<file path="config.mk">
export PLATFORM = sky130hd
export DESIGN_NAME = scan_trigger_source_control
export DESIGN_NICKNAME = d
export VERILOG_FILES = /design/src/scan_trig_pkg.sv /design/src/ext_trig_arbiter.sv /design/src/ext_pulse_sync.sv /design/src/scan_trigger_source_control.sv
export SDC_FILE = /design/constraint.sdc
export NUM_CORES = 1
export LEC_CHECK = 0
export BUFFER_PORTS_ARGS = -buffer_cell sky130_fd_sc_hd__buf_2
export CORE_AREA = 2 2 93 95
export DETAILED_ROUTE_END_ITERATION = 10
export DIE_AREA = 0 0 95 97
export HOLD_SLACK_MARGIN = 0.1
export PLACE_DENSITY_LB_ADDON = 0.12
export REMOVE_ABC_BUFFERS = 1
export SLEW_MARGIN = 40
export SYNTH_ARGS = -nofsm -noshare
export SYNTH_HDL_FRONTEND = slang
export SYNTH_SLANG_ARGS = --single-unit
</file>
<file path="constraint.sdc">
create_clock -name clk_sys -period 2.1 [get_ports clk_sys]
set_input_delay 0.21 -clock clk_sys [delete_from_list [all_inputs] [get_ports clk_sys]]
set_output_delay 0.21 -clock clk_sys [all_outputs]
set_load 0.02 [all_outputs]
</file>
<file path="src/scan_trig_pkg.sv">
// package: register map, field layouts, encodings and reset values of the scan trigger control block
package scan_trig_pkg;

  // register byte offsets
  localparam logic [7:0] REG_CMD     = 8'h00; // command strobe register (write)
  localparam logic [7:0] REG_SRCSEL  = 8'h04; // pending trigger source selection
  localparam logic [7:0] REG_LIST    = 8'h08; // channel list first/last
  localparam logic [7:0] REG_STATE   = 8'h0c; // run state, active source, channel
  localparam logic [7:0] REG_SRCNAME = 8'h10; // active source name, ascii
  localparam logic [7:0] REG_INTSTAT = 8'h14; // sticky event bits, write one to clear
  localparam logic [7:0] REG_INTMASK = 8'h18; // interrupt mask
  localparam logic [7:0] REG_ARMCNT  = 8'h1c; // arm count, continuous initiation

  // command register bit positions
  localparam int CMD_INIT  = 0; // arm scanning, activate pending source
  localparam int CMD_SWTRG = 1; // software trigger
  localparam int CMD_BUSTRG = 2; // common trigger command
  localparam int CMD_GRPTRG = 3; // group execute trigger message
  localparam int CMD_RESET = 4; // reset command
  localparam int CMD_CLS   = 5; // clear status
  localparam int CMD_ABORT = 6; // stop scanning
  localparam int CMD_W     = 7;

  // event bit positions in status and mask
  localparam int EV_ADV     = 0; // scan advanced
  localparam int EV_DONE    = 1; // scan cycle complete
  localparam int EV_EXTERR  = 2; // external input refused
  localparam int EV_TRGERR  = 3; // trigger ignored
  localparam int EV_W       = 4;

  // channel field layout
  localparam int CH_W       = 4;
  localparam int LIST_LAST  = 8;  // last channel field position
  localparam int LIST_VALID = 16; // list valid bit
  localparam int ARM_W      = 8;
  localparam int ARM_CONT   = 16; // continuous initiation bit
  localparam logic [ARM_W-1:0] ARM_RST = 8'h01;

  // shared external input owners
  localparam int NBOX   = 4;
  localparam int BOX_W  = 2;

  // trigger source encodings
  typedef enum logic [1:0] {
    SRC_BUS  = 2'b00,
    SRC_EXT  = 2'b01,
    SRC_HOLD = 2'b10,
    SRC_IMM  = 2'b11
  } trig_src_e;

  // ascii names returned by the source query
  localparam logic [31:0] NAME_BUS  = 32'h00425553;
  localparam logic [31:0] NAME_EXT  = 32'h00455854;
  localparam logic [31:0] NAME_HOLD = 32'h484f4c44;
  localparam logic [31:0] NAME_IMM  = 32'h00494d4d;

endpackage

</file>
<file path="src/ext_trig_arbiter.sv">
// module: arbiter granting the shared external trigger input to one switchbox
`timescale 1ns/1ps
`default_nettype none
module ext_trig_arbiter
  import scan_trig_pkg::*;
(
  input  wire logic                   clk_sys,   // system clock
  input  wire logic                   arst_n,    // async reset, active low
  input  wire logic [scan_trig_pkg::NBOX-1:0] claim,   // one-cycle claim pulses
  input  wire logic [scan_trig_pkg::NBOX-1:0] relPulse, // one-cycle release pulses
  output logic      [scan_trig_pkg::NBOX-1:0] owner,   // current owner, one-hot
  output logic      [scan_trig_pkg::NBOX-1:0] refuse   // claim refused this cycle
);

  logic [NBOX-1:0] owner_r;
  logic [NBOX-1:0] owner_nxt;
  logic [NBOX-1:0] refuse_c;

  // lowest index wins a tie so that at most one box is ever granted
  always_comb begin
    logic taken;
    taken     = 1'b0;
    owner_nxt = owner_r & ~relPulse;
    refuse_c  = '0;
    for (int i = 0; i < NBOX; i++) begin
      if (owner_nxt[i]) begin
        taken = 1'b1;
      end
    end
    for (int i = 0; i < NBOX; i++) begin
      if (claim[i] && !owner_nxt[i]) begin
        if (taken) begin
          refuse_c[i] = 1'b1;
        end else begin
          owner_nxt[i] = 1'b1;
          taken        = 1'b1;
        end
      end
    end
  end

  always_ff @(posedge clk_sys or negedge arst_n) begin
    if (!arst_n) begin
      owner_r <= '0;
    end else begin
      owner_r <= owner_nxt;
    end
  end

  assign owner  = owner_r;
  assign refuse = refuse_c;

endmodule
`default_nettype wire

</file>
<file path="src/ext_pulse_sync.sv">
// module: two-stage synchroniser and rising edge detector for the external trigger pin
`timescale 1ns/1ps
`default_nettype none
module ext_pulse_sync (
  input  wire logic clk_sys,  // system clock
  input  wire logic arst_n,   // async reset, active low
  input  wire logic pinIn,    // asynchronous pin
  output logic      risePulse // one-cycle pulse on a synchronised rising edge
);

  logic [2:0] stage_r;
  logic [2:0] stage_nxt;

  // stage 0 feeds only stage 1; the edge is seen between stages 1 and 2
  always_comb begin
    stage_nxt = {stage_r[1:0], pinIn};
  end

  always_ff @(posedge clk_sys or negedge arst_n) begin
    if (!arst_n) begin
      stage_r <= '0;
    end else begin
      stage_r <= stage_nxt;
    end
  end

  assign risePulse = stage_r[1] & ~stage_r[2];

endmodule
`default_nettype wire

</file>
<file path="src/scan_trigger_source_control.sv">
// module: trigger source selection, scan arming and advance, with apb registers and interrupt
`timescale 1ns/1ps
`default_nettype none
// Overview of operation
// - software trigger works only for hold or bus
// - trigger needs channel list and initiate first
// - triggering leaves the source setting unchanged
// - four sources: bus, external, hold, immediate
// - source write records; initiate activates it
// - external input granted to first claimer only
// - owner releases input on source change
// - claim on owned input refused with error
// - common trigger and group trigger both accepted
// - each accepted trigger advances one channel
// - reset opens, invalidates, arm one, immediate
// - source query returns BUS EXT HOLD IMM
// - clear status clears all event bits not set in the same cycle
// - common trigger needs scanning and bus source
module scan_trigger_source_control
  import scan_trig_pkg::*;
(
  input  wire logic                       clk_sys,     // system clock, 25 MHz
  input  wire logic                       arst_n,      // async reset, active low
  input  wire logic                       psel,        // apb select
  input  wire logic                       penable,     // apb access phase
  input  wire logic                       pwrite,      // apb direction
  input  wire logic [7:0]                 paddr,       // apb byte address
  input  wire logic [31:0]                pwdata,      // apb write data
  input  wire logic [3:0]                 pstrb,       // apb byte strobes
  output logic                            pready,      // apb ready
  output logic      [31:0]                prdata,      // apb read data
  output logic                            pslverr,     // apb error, unmapped address
  input  wire logic                       extTrigPin,  // shared external trigger pin
  input  wire logic [scan_trig_pkg::NBOX-2:0] otherClaim, // claims from other switchboxes
  input  wire logic [scan_trig_pkg::NBOX-2:0] otherRelease, // releases from other switchboxes
  output logic                            extOwned,    // this switchbox owns the input
  output logic      [scan_trig_pkg::CH_W-1:0] chanSel, // channel now closed
  output logic                            chanClosed,  // a channel is closed
  output logic                            irq          // interrupt, level high
);

  // register state
  trig_src_e        srcPend_r, srcPend_nxt;   // recorded selection
  trig_src_e        srcAct_r,  srcAct_nxt;    // source in force
  logic             armed_r,   armed_nxt;     // scanning initiated
  logic [CH_W-1:0]  first_r,   first_nxt;
  logic [CH_W-1:0]  last_r,    last_nxt;
  logic             listOk_r,  listOk_nxt;
  logic [CH_W-1:0]  chan_r,    chan_nxt;
  logic             closed_r,  closed_nxt;
  logic [ARM_W-1:0] armCnt_r,  armCnt_nxt;
  logic [ARM_W-1:0] armLeft_r, armLeft_nxt;
  logic             cont_r,    cont_nxt;
  logic [EV_W-1:0]  stat_r,    stat_nxt;
  logic [EV_W-1:0]  mask_r,    mask_nxt;
  logic [31:0]      rdata_r,   rdata_nxt;

  logic             wrAcc;
  logic             rdAcc;
  logic [CMD_W-1:0] cmd;
  logic             extRise;
  logic [NBOX-1:0]  owner;
  logic [NBOX-1:0]  refuse;
  logic             myClaim;
  logic             myRelease;
  logic             trigHit;
  logic             trigBad;
  logic             lastStep;
  logic [EV_W-1:0]  evSet;
  logic [31:0]      maskWord;

  // byte-lane write: each enabled lane takes the new byte, disabled lanes keep the old value
  function automatic logic [31:0] lanes(input logic [31:0] oldV, input logic [31:0] newV,
                                        input logic [3:0] strb);
    logic [31:0] r;
    r = oldV;
    for (int b = 0; b < 4; b++) begin
      if (strb[b]) begin
        r[b*8 +: 8] = newV[b*8 +: 8];
      end
    end
    return r;
  endfunction

  // ascii name of a source for the query register
  function automatic logic [31:0] srcName(input trig_src_e s);
    logic [31:0] n;
    unique case (s)
      SRC_BUS:  n = NAME_BUS;
      SRC_EXT:  n = NAME_EXT;
      SRC_HOLD: n = NAME_HOLD;
      SRC_IMM:  n = NAME_IMM;
    endcase
    return n;
  endfunction

  // the pin is asynchronous, so it is synchronised before anything looks at it
  ext_pulse_sync u_sync (
    .clk_sys   (clk_sys),
    .arst_n    (arst_n),
    .pinIn     (extTrigPin),
    .risePulse (extRise)
  );

  // this switchbox is box 0 of the shared arbiter
  ext_trig_arbiter u_arb (
    .clk_sys (clk_sys),
    .arst_n  (arst_n),
    .claim   ({otherClaim, myClaim}),
    .relPulse ({otherRelease, myRelease}),
    .owner   (owner),
    .refuse  (refuse)
  );

  // apb answers in the access cycle with no wait states
  assign wrAcc   = psel && penable && pwrite;
  assign rdAcc   = psel && !penable && !pwrite;
  assign pready  = 1'b1;
  assign pslverr = psel && penable && (paddr > REG_ARMCNT || paddr[1:0] != 2'b00);
  assign cmd     = (wrAcc && paddr == REG_CMD) ? pwdata[CMD_W-1:0] : '0;

  // claim when initiate makes external active; release when it stops being so
  // an initiate without a valid list activates nothing, so it neither claims nor releases
  assign myClaim   = cmd[CMD_INIT] && listOk_r && srcPend_r == SRC_EXT && !owner[0];
  assign myRelease = owner[0] && ((cmd[CMD_INIT] && listOk_r && srcPend_r != SRC_EXT) || cmd[CMD_RESET]);

  // trigger qualification per active source
  always_comb begin
    trigHit = 1'b0;
    trigBad = 1'b0;
    if (armed_r && listOk_r) begin
      unique case (srcAct_r)
        SRC_BUS: begin
          trigHit = cmd[CMD_SWTRG] || cmd[CMD_BUSTRG] || cmd[CMD_GRPTRG];
          trigBad = 1'b0;
        end
        SRC_EXT: begin
          trigHit = extRise && owner[0];
          trigBad = cmd[CMD_SWTRG] || cmd[CMD_BUSTRG] || cmd[CMD_GRPTRG];
        end
        SRC_HOLD: begin
          trigHit = cmd[CMD_SWTRG];
          trigBad = cmd[CMD_BUSTRG] || cmd[CMD_GRPTRG];
        end
        SRC_IMM: begin
          trigHit = 1'b1;                                          // continuous
          trigBad = 1'b0;
        end
      endcase
    end else begin
      trigBad = cmd[CMD_SWTRG] || cmd[CMD_BUSTRG] || cmd[CMD_GRPTRG];
    end
  end

  assign lastStep = chan_r == last_r;

  // scan state, source selection and list
  always_comb begin
    srcPend_nxt = srcPend_r;
    srcAct_nxt  = srcAct_r;
    armed_nxt   = armed_r;
    first_nxt   = first_r;
    last_nxt    = last_r;
    listOk_nxt  = listOk_r;
    chan_nxt    = chan_r;
    closed_nxt  = closed_r;
    armCnt_nxt  = armCnt_r;
    armLeft_nxt = armLeft_r;
    cont_nxt    = cont_r;
    evSet       = '0;
    if (wrAcc && paddr == REG_SRCSEL) begin
      srcPend_nxt = trig_src_e'(pwdata[1:0]);
    end
    if (wrAcc && paddr == REG_LIST) begin
      first_nxt  = pwdata[CH_W-1:0];
      last_nxt   = pwdata[LIST_LAST +: CH_W];
      listOk_nxt = pwdata[LIST_VALID];
      armed_nxt  = 1'b0;
      closed_nxt = 1'b0;
    end
    if (wrAcc && paddr == REG_ARMCNT) begin
      armCnt_nxt = pwdata[ARM_W-1:0];
      cont_nxt   = pwdata[ARM_CONT];
    end
    if (cmd[CMD_ABORT]) begin
      armed_nxt  = 1'b0;
      closed_nxt = 1'b0;
    end
    if (cmd[CMD_INIT] && listOk_r) begin
      if (srcPend_r == SRC_EXT && refuse[0]) begin
        evSet[EV_EXTERR] = 1'b1;
      end else begin
        srcAct_nxt  = srcPend_r;
        armed_nxt   = 1'b1;
        chan_nxt    = first_r;
        closed_nxt  = 1'b1;
        armLeft_nxt = armCnt_r;
      end
    end else if (trigHit) begin
      evSet[EV_ADV] = 1'b1;
      if (lastStep) begin
        evSet[EV_DONE] = 1'b1;
        chan_nxt       = first_r;
        if (!cont_r && armLeft_r <= ARM_RST) begin
          armed_nxt  = 1'b0;
          closed_nxt = 1'b0;
        end else if (!cont_r) begin
          armLeft_nxt = armLeft_r - ARM_RST;
        end
      end else begin
        chan_nxt = chan_r + 1'b1;
      end
    end
    if (trigBad) begin
      evSet[EV_TRGERR] = 1'b1;
    end
    if (cmd[CMD_RESET]) begin
      closed_nxt  = 1'b0;
      listOk_nxt  = 1'b0;
      armed_nxt   = 1'b0;
      armCnt_nxt  = ARM_RST;
      srcPend_nxt = SRC_IMM;
      srcAct_nxt  = SRC_IMM;
      cont_nxt    = 1'b0;
    end
  end

  // sticky status: set beats write-one clear and clear status; clear status drops all other bits
  always_comb begin
    stat_nxt = stat_r;
    mask_nxt = mask_r;
    maskWord = lanes({28'h0000000, mask_r}, pwdata, pstrb);
    if (wrAcc && paddr == REG_INTSTAT) begin
      stat_nxt = stat_nxt & ~pwdata[EV_W-1:0];
    end
    if (cmd[CMD_CLS]) begin
      stat_nxt = '0;
    end
    stat_nxt = stat_nxt | evSet;
    if (wrAcc && paddr == REG_INTMASK) begin
      mask_nxt = maskWord[EV_W-1:0];
    end
  end

  // read data registered in the setup cycle, valid in the access cycle
  always_comb begin
    rdata_nxt = rdata_r;
    if (rdAcc) begin
      unique case (paddr)
        REG_SRCSEL:  rdata_nxt = {30'h00000000, srcPend_r};
        REG_LIST:    rdata_nxt = {15'h0000, listOk_r, 4'h0, last_r, 4'h0, first_r};
        REG_STATE:   rdata_nxt = {20'h00000, chan_r, 1'b0, owner[0], srcAct_r,
                                   2'b00, closed_r, armed_r};
        REG_SRCNAME: rdata_nxt = srcName(srcAct_r);
        REG_INTSTAT: rdata_nxt = {28'h0000000, stat_r};
        REG_INTMASK: rdata_nxt = {28'h0000000, mask_r};
        REG_ARMCNT:  rdata_nxt = {15'h0000, cont_r, 8'h00, armCnt_r};
        default:     rdata_nxt = 32'h00000000;
      endcase
    end
  end

  always_ff @(posedge clk_sys or negedge arst_n) begin
    if (!arst_n) begin
      srcPend_r <= SRC_IMM;
      srcAct_r  <= SRC_IMM;
      armed_r   <= 1'b0;
      first_r   <= '0;
      last_r    <= '0;
      listOk_r  <= 1'b0;
      chan_r    <= '0;
      closed_r  <= 1'b0;
      armCnt_r  <= ARM_RST;
      armLeft_r <= ARM_RST;
      cont_r    <= 1'b0;
      stat_r    <= '0;
      mask_r    <= '0;
      rdata_r   <= '0;
    end else begin
      srcPend_r <= srcPend_nxt;
      srcAct_r  <= srcAct_nxt;
      armed_r   <= armed_nxt;
      first_r   <= first_nxt;
      last_r    <= last_nxt;
      listOk_r  <= listOk_nxt;
      chan_r    <= chan_nxt;
      closed_r  <= closed_nxt;
      armCnt_r  <= armCnt_nxt;
      armLeft_r <= armLeft_nxt;
      cont_r    <= cont_nxt;
      stat_r    <= stat_nxt;
      mask_r    <= mask_nxt;
      rdata_r   <= rdata_nxt;
    end
  end

  // outputs
  assign prdata     = rdata_r;
  assign extOwned   = owner[0];
  assign chanSel    = chan_r;
  assign chanClosed = closed_r;
  assign irq        = |(stat_r & mask_r);

endmodule
`default_nettype wire

</file>
# Word level (Yosys, flattened, before mapping)
# Index checks and enable logic that the tools add are counted.
totals:
  wordCells: 166
  register_bits: 83
op_classes:
  reduce_logical: 52
  bitwise: 8
  eq_ne: 17
  order_cmp: 2
  n_mux: 69
  n_addsub: 2
ops:
  columns: ["cell", "n"]
  rows:
  - ["one-hot mux 32 bit (7 select lines)", 1]
  - ["one-hot mux 32 bit (4 select lines)", 1]
  - ["2-to-1 mux 8 bit", 8]
  - ["2-to-1 mux 1 bit", 43]
  - ["== test 8 x 5 -> 1 bit (second input constant)", 4]
  - ["logical AND 1 bit", 24]
  - ["2-to-1 mux 4 bit", 6]
  - ["== test 8 x 4 -> 1 bit (second input constant)", 2]
  - ["2-to-1 mux 2 bit", 7]
  - ["nonzero test 2 bit", 7]
  - ["bitwise AND 4 bit", 3]
  - ["== test 8 x 3 -> 1 bit (second input constant)", 1]
  - ["> comparator 8 x 5 -> 1 bit (second input constant)", 1]
  - ["<= comparator 8 x 1 -> 1 bit (second input constant)", 1]
  - ["zero test 1 bit", 8]
  - ["zero test 8 bit", 1]
  - ["inverter 4 bit", 2]
  - ["subtractor 8 x 1 -> 8 bit (second input constant)", 1]
  - ["2-to-1 mux 7 bit", 1]
  - ["inequality test 2 bit (second input constant)", 3]
  - ["AND reduction 2 bit", 3]
  - ["logical OR 1 bit", 5]
  - ["AND reduction 5 bit", 1]
  - ["adder 4 x 1 -> 4 bit (second input constant)", 1]
  - ["12 further kinds", 15]

# Depth between registers and ports, before layout
depth:
  word_depth: 20
  mapped_depth: 8
  ltp_nobuf: 8

# By module
# From an unflattened synthesis, not the netlist that was laid out.
hier_totals:
  cells_unflattened: 415
  area_unflattened_um2: 3986.3
modules_own_cells:
  columns: ["module", "seq_area_each_um2", "instances", "area_each_um2", "cells_per_inst"]
  rows:
  - ["scan_trigger_source_control", 1584.0, 1, 3613.5, 388]
  - ["ext_trig_arbiter", 100.1, 1, 284.0, 23]
  - ["ext_pulse_sync", 75.1, 1, 88.8, 4]

# Least setup slack after synthesis
# OpenSTA, ideal clock, no wires.
synth_path:
  path_type: "flip-flop to flip-flop"
  startpoint: "register chan_r[0] (netlist: chanSel[0])"
  endpoint: "register armLeft_r[5]"
  stages_incl_launch_ff: 7
  setup_time_ns: 0.069
  n_path_buf: 0
  required_ns: 2.031
  setup_slack_ns: -0.295
  arrival_ns: 2.326
  cell_sequence: "dfrtp_1 -> xor2_1 -> nor4_1 -> nand4b_4 -> nor4_2 -> mux2_4 -> nor2_2"
synth_via:
  elab_chain_len: 3
synth_lines:
  columns: ["item", "line_no", "source"]
  rows:
  - ["start, declared", "scan_trigger_source_control.sv:49", "logic [CH_W-1:0] chan_r, chan_nxt;"]
  - ["start signal, assigned", "scan_trigger_source_control.sv:286", "chan_r <= chan_nxt;"]
  - ["== test 4 bit", "scan_trigger_source_control.sv:155", "assign lastStep = chan_r == last_r;"]
  - ["nonzero test 2 bit (no source line)", null, null]
  - ["AND reduction 5 bit (no source line)", null, null]
  - ["end signal, assigned", "scan_trigger_source_control.sv:289", "armLeft_r <= armLeft_nxt;"]
  - ["end, declared", "scan_trigger_source_control.sv:52", "logic [ARM_W-1:0] armLeft_r, armLeft_nxt;"]
# Every way passes these cells.
# A chain may end at the register's enable or synchronous reset.

# Worst setup path after layout
layout_path:
  startpoint: "register srcAct_r[0]"
  endpoint: "register armLeft_r[6]"
layout_via:
  elab_chain_len: 5
  elab_cells_between_ends: 8
  classes_between: "3 x eq/ne; 2 x mux; 3 x reduce/logical"
layout_lines:
  columns: ["item", "line_no", "source"]
  rows:
  - ["start, declared", "scan_trigger_source_control.sv:44", "trig_src_e srcAct_r, srcAct_nxt;"]
  - ["start signal, assigned", "scan_trigger_source_control.sv:281", "srcAct_r <= srcAct_nxt;"]
  - ["== test 2 bit (tied with other cells)", "scan_trigger_source_control.sv:132", "unique case (srcAct_r)"]
  - ["one-hot mux 1 bit (4 select lines) *", "scan_trigger_source_control.sv:132", null]
  - ["2-to-1 mux 1 bit *", "scan_trigger_source_control.sv:131", "if (armed_r && listOk_r) begin"]
  - ["nonzero test 2 bit (no source line) *", null, null]
  - ["AND reduction 5 bit (no source line) *", null, null]
# Mark *: on every way between the ends. The rest lies on a longest branch, timed or not.

==> impl_metrics.yaml <==
clock_network:
  clock_transition_at_path_regs_ns: 0.08
  count_of_clock_tree_sinks: 70
  cts_htree_levels: 3
  clock-root-buffer: "sky130_fd_sc_hd__clkbuf_8"
  worst_skew_pair_later_pin_latency_ns: 0.36
  tritoncts: "built"
  cts_max_path_buffers: 2
  cts-buffers-inserted: 9
die:
  fp.coreArea_sq_mm: 0.00813
  dieArea_sq_mm: 0.00922
  chipWidth_um: 95
  top_level_ports: 97
  start_util: 0.470
  die-height_um: 97
  row_count: 33
drt:
  detail_route.iter0.violations: 261
  drt_wl_total_mm: 11.3
  num_vias: 3627
  remaining_drc_errors: 0
  route.detailed.wl_per_inst_um: 17.5
  avgViaCountPerCell: 5.63
  detail_route.first_pass.iterations: 7
  postRouteAntennaNets: 0
logic_synthesis:
  synthArstFlopShare: 1.00
  synth_sequential_area_ratio: 0.460
  synthesis.area_sq_mm: 0.00383
  synthesis.yosys.warnings: 0
  yosys_most_used_dff: "sky130_fd_sc_hd__dfrtp_1"
  synthesis.instances: 386
  syn-mean-instance-area_sq_um: 9.91
  synth_cell_types: 56
  yosys_reg_bits: 70
  synth_edf_count: 0
placement:
  port_buffers: 62
  hpwlAfterDp_mm: 8.34
  place.gp.congestion: 0.868
  worst_slack_placed_ns: -0.253
  placedInstanceArea_sq_mm: 0.00467
layout:
  highest_count_cells_in_the_layout_ignoring_fill_and_taps: "sky130_fd_sc_hd__buf_4, sky130_fd_sc_hd__dfrtp_1, sky130_fd_sc_hd__buf_2"
  most_common_library_cell_in_the_layout_ignoring_fill_and_taps: "sky130_fd_sc_hd__buf_4"
  n_antenna_cell: 0
  postLayoutCoreUtil: 0.643
  post-route-cell-area_sq_mm: 0.00523
  filler_cell_count: 715
  drive_gt1_frac: 0.384
  synthToLayoutAreaGrowth_pct: 36.7
  nNetsFinal: 599
sta:
  finalSetupTns_ns: 0
  count_of_pins_over_their_slew_limit: 0
  tightestPinTransition_ns: 0.670
  post-route-worst-setup-slack_ns: 0.0145
  unrepaired_setup_endpoints_after_global_routing: "yes"
  timing.clock.skew_ns: 0.0107
  timing_hold_violations_final: 0
  setup_viol: 0
  clock.fmax_mhz: 479
  period_share: 0.993
  slew_limit_headroom: 0.552
  post-route-min-period_ns: 2.09
setup_path:
  critical_path.startpoint_type: "register"
  cp_max_fo: 6
  r2r.worst_path.cells: 8
  worstSetupEndpointType: "register"
  cp.arrival_ns: 2.33
  criticalPathCategory: "reg2reg"
  worst-endpoint-required_ns: 2.34
grt:
  wire_length_of_the_first_global_routing_pass_mm: 18.1
  grt_max_degree: 36
  overflow: 0
  initial_antenna_violation_count: 0
  global_route.usage.total: 0.256
  via_count_of_the_first_global_routing_pass: 3529
run_status:
  status: "finished, final reports clean"
worst_hold_path:
  worstHoldPathType: "in2reg"
  min_path_cells: 3
pwr:
  power_density_mw_per_mm2: 565
  leakage_nw: 2.59
  vdd_ir_drop_max_v: 0.000334
run:
  maxCapViolations: 0
## layout make-up
cell class / instances / area (sq um) / share of cell area
well taps: 105 / 131 / 0.0251
repair buffers: 150 / 1030 / 0.198
multi-input cells: 293 / 2020 / 0.386
inverters: 10 / 37.5 / 0.00718
clock inverters: 7 / 121 / 0.0232
clock buffers: 9 / 124 / 0.0237
flip-flops and latches: 70 / 1760 / 0.337
## path summary, 6_finish.rpt
kind / slack [ns] / to / from
max reg2reg: 0.01 / armLeft_r[6]$_DFFE_PN0P_ / srcAct_r[0]$_DFFE_PN1P_
min: 0.11 / u_arb.owner[3]$_DFF_PN0_ / otherClaim[2]
max in group asynchronous: 1.31 / armLeft_r[0]$_DFFE_PN1P_ / arst_n
min in group asynchronous: 0.43 / prdata[19]$_DFFE_PN0P_ / arst_n
max: 0.01 / armLeft_r[6]$_DFFE_PN0P_ / srcAct_r[0]$_DFFE_PN1P_
min reg2reg: 0.36 / u_sync.stage_r[1]$_DFF_PN0_ / u_sync.stage_r[0]$_DFF_PN0_
## power breakdown
part	internal (mW)	total, mW	switching [mW]	leakage [nW]
logic	0.0870	0.216	0.129	1.53
registers	1.37	1.38	0.0128	0.932
clock network	0.795	1.36	0.567	0.124
total	2.25	2.96	0.709	2.59
## worst max-delay path, stage by stage, from the launching register on
cell                      delay (ns)
sky130_fd_sc_hd__dfstp_2        0.57
sky130_fd_sc_hd__buf_4          0.12
sky130_fd_sc_hd__ha_1           0.17
sky130_fd_sc_hd__nor2_2         0.05
sky130_fd_sc_hd__a21oi_2        0.24
sky130_fd_sc_hd__o21ai_4        0.15
sky130_fd_sc_hd__nor3_2         0.36
sky130_fd_sc_hd__and4_4         0.28
sky130_fd_sc_hd__nor3_2         0.04
## Yosys cell counts, types with 9 or more instances
| master | count | area share |
|---|---|---|
| sky130_fd_sc_hd__ha_1 | 9 | 0.029 |
| sky130_fd_sc_hd__mux2_2 | 11 | 0.032 |
| sky130_fd_sc_hd__a211oi_1 | 10 | 0.020 |
| sky130_fd_sc_hd__buf_4 | 14 | 0.027 |
| sky130_fd_sc_hd__a21oi_1 | 14 | 0.018 |
| sky130_fd_sc_hd__mux2i_1 | 9 | 0.024 |
| sky130_fd_sc_hd__inv_1 | 10 | 0.0098 |
| sky130_fd_sc_hd__o21ai_0 | 28 | 0.037 |
| sky130_fd_sc_hd__dfrtp_1 | 64 | 0.42 |
| sky130_fd_sc_hd__nand3_1 | 13 | 0.017 |
| sky130_fd_sc_hd__nor2_1 | 27 | 0.026 |
| sky130_fd_sc_hd__a22o_1 | 12 | 0.027 |
| sky130_fd_sc_hd__nor3_1 | 9 | 0.012 |
| sky130_fd_sc_hd__nand2_1 | 49 | 0.048 |
## routing by layer
layer / routed length (um) / share of wire / up-vias / GRT usage
met1: 5060 / 0.45 / 1743 / 0.359
li1: - / - / 1700 / -
met5: 0 / 0 / - / 0
met4: 249 / 0.022 / 0 / 0.0870
met3: 709 / 0.063 / 24 / 0.0561
met2: 5250 / 0.47 / 160 / 0.392
## flip-flops by register name, indices dropped and copies added (netlist names)
signal,cells
prdata,19
armCnt_r,8
armLeft_r,8
chanSel,4
first_r,4
last_r,4
mask_r,4
stat_r,4
u_arb.owner,4
u_sync.stage_r,3
srcAct_r,2
srcPend_r,2
armed_r,1
chanClosed,1
cont_r,1
listOk_r,1
## logic make-up after synthesis
| kind of cell | count (synthesis) | synth area share |
|---|---|---|
| simple gates | 145 | 0.207 |
| compound gates | 102 | 0.185 |
| flops | 70 | 0.460 |
| buf+inv | 33 | 0.0481 |
| mux | 21 | 0.0598 |
| fa+ha+maj | 9 | 0.0294 |
| xor+xnor | 4 | 0.00916 |
| other cells | 2 | 0.00196 |
## per-stage QoR
step / std cells / total power, mW / hold WS, ns
floorplan: 373 / 1.47 / -0.0856
global placement: 605 / 1.60 / 0.286
detailed placement: 605 / 1.60 / 0.288
CTS: 634 / 2.98 / 0.100
global route: 644 / 3.09 / 0.127
finish: 644 / 2.96 / 0.111
## what timing repair did
action,in CTS,in global routing
pin swaps,0,9
resized for setup,5,21
buffers inserted,2,9
endpoints found under the hold margin,74,1
hold buffers,11,1
endpoints found under the setup margin,7,14
Power figures use the tool's default switching activity.
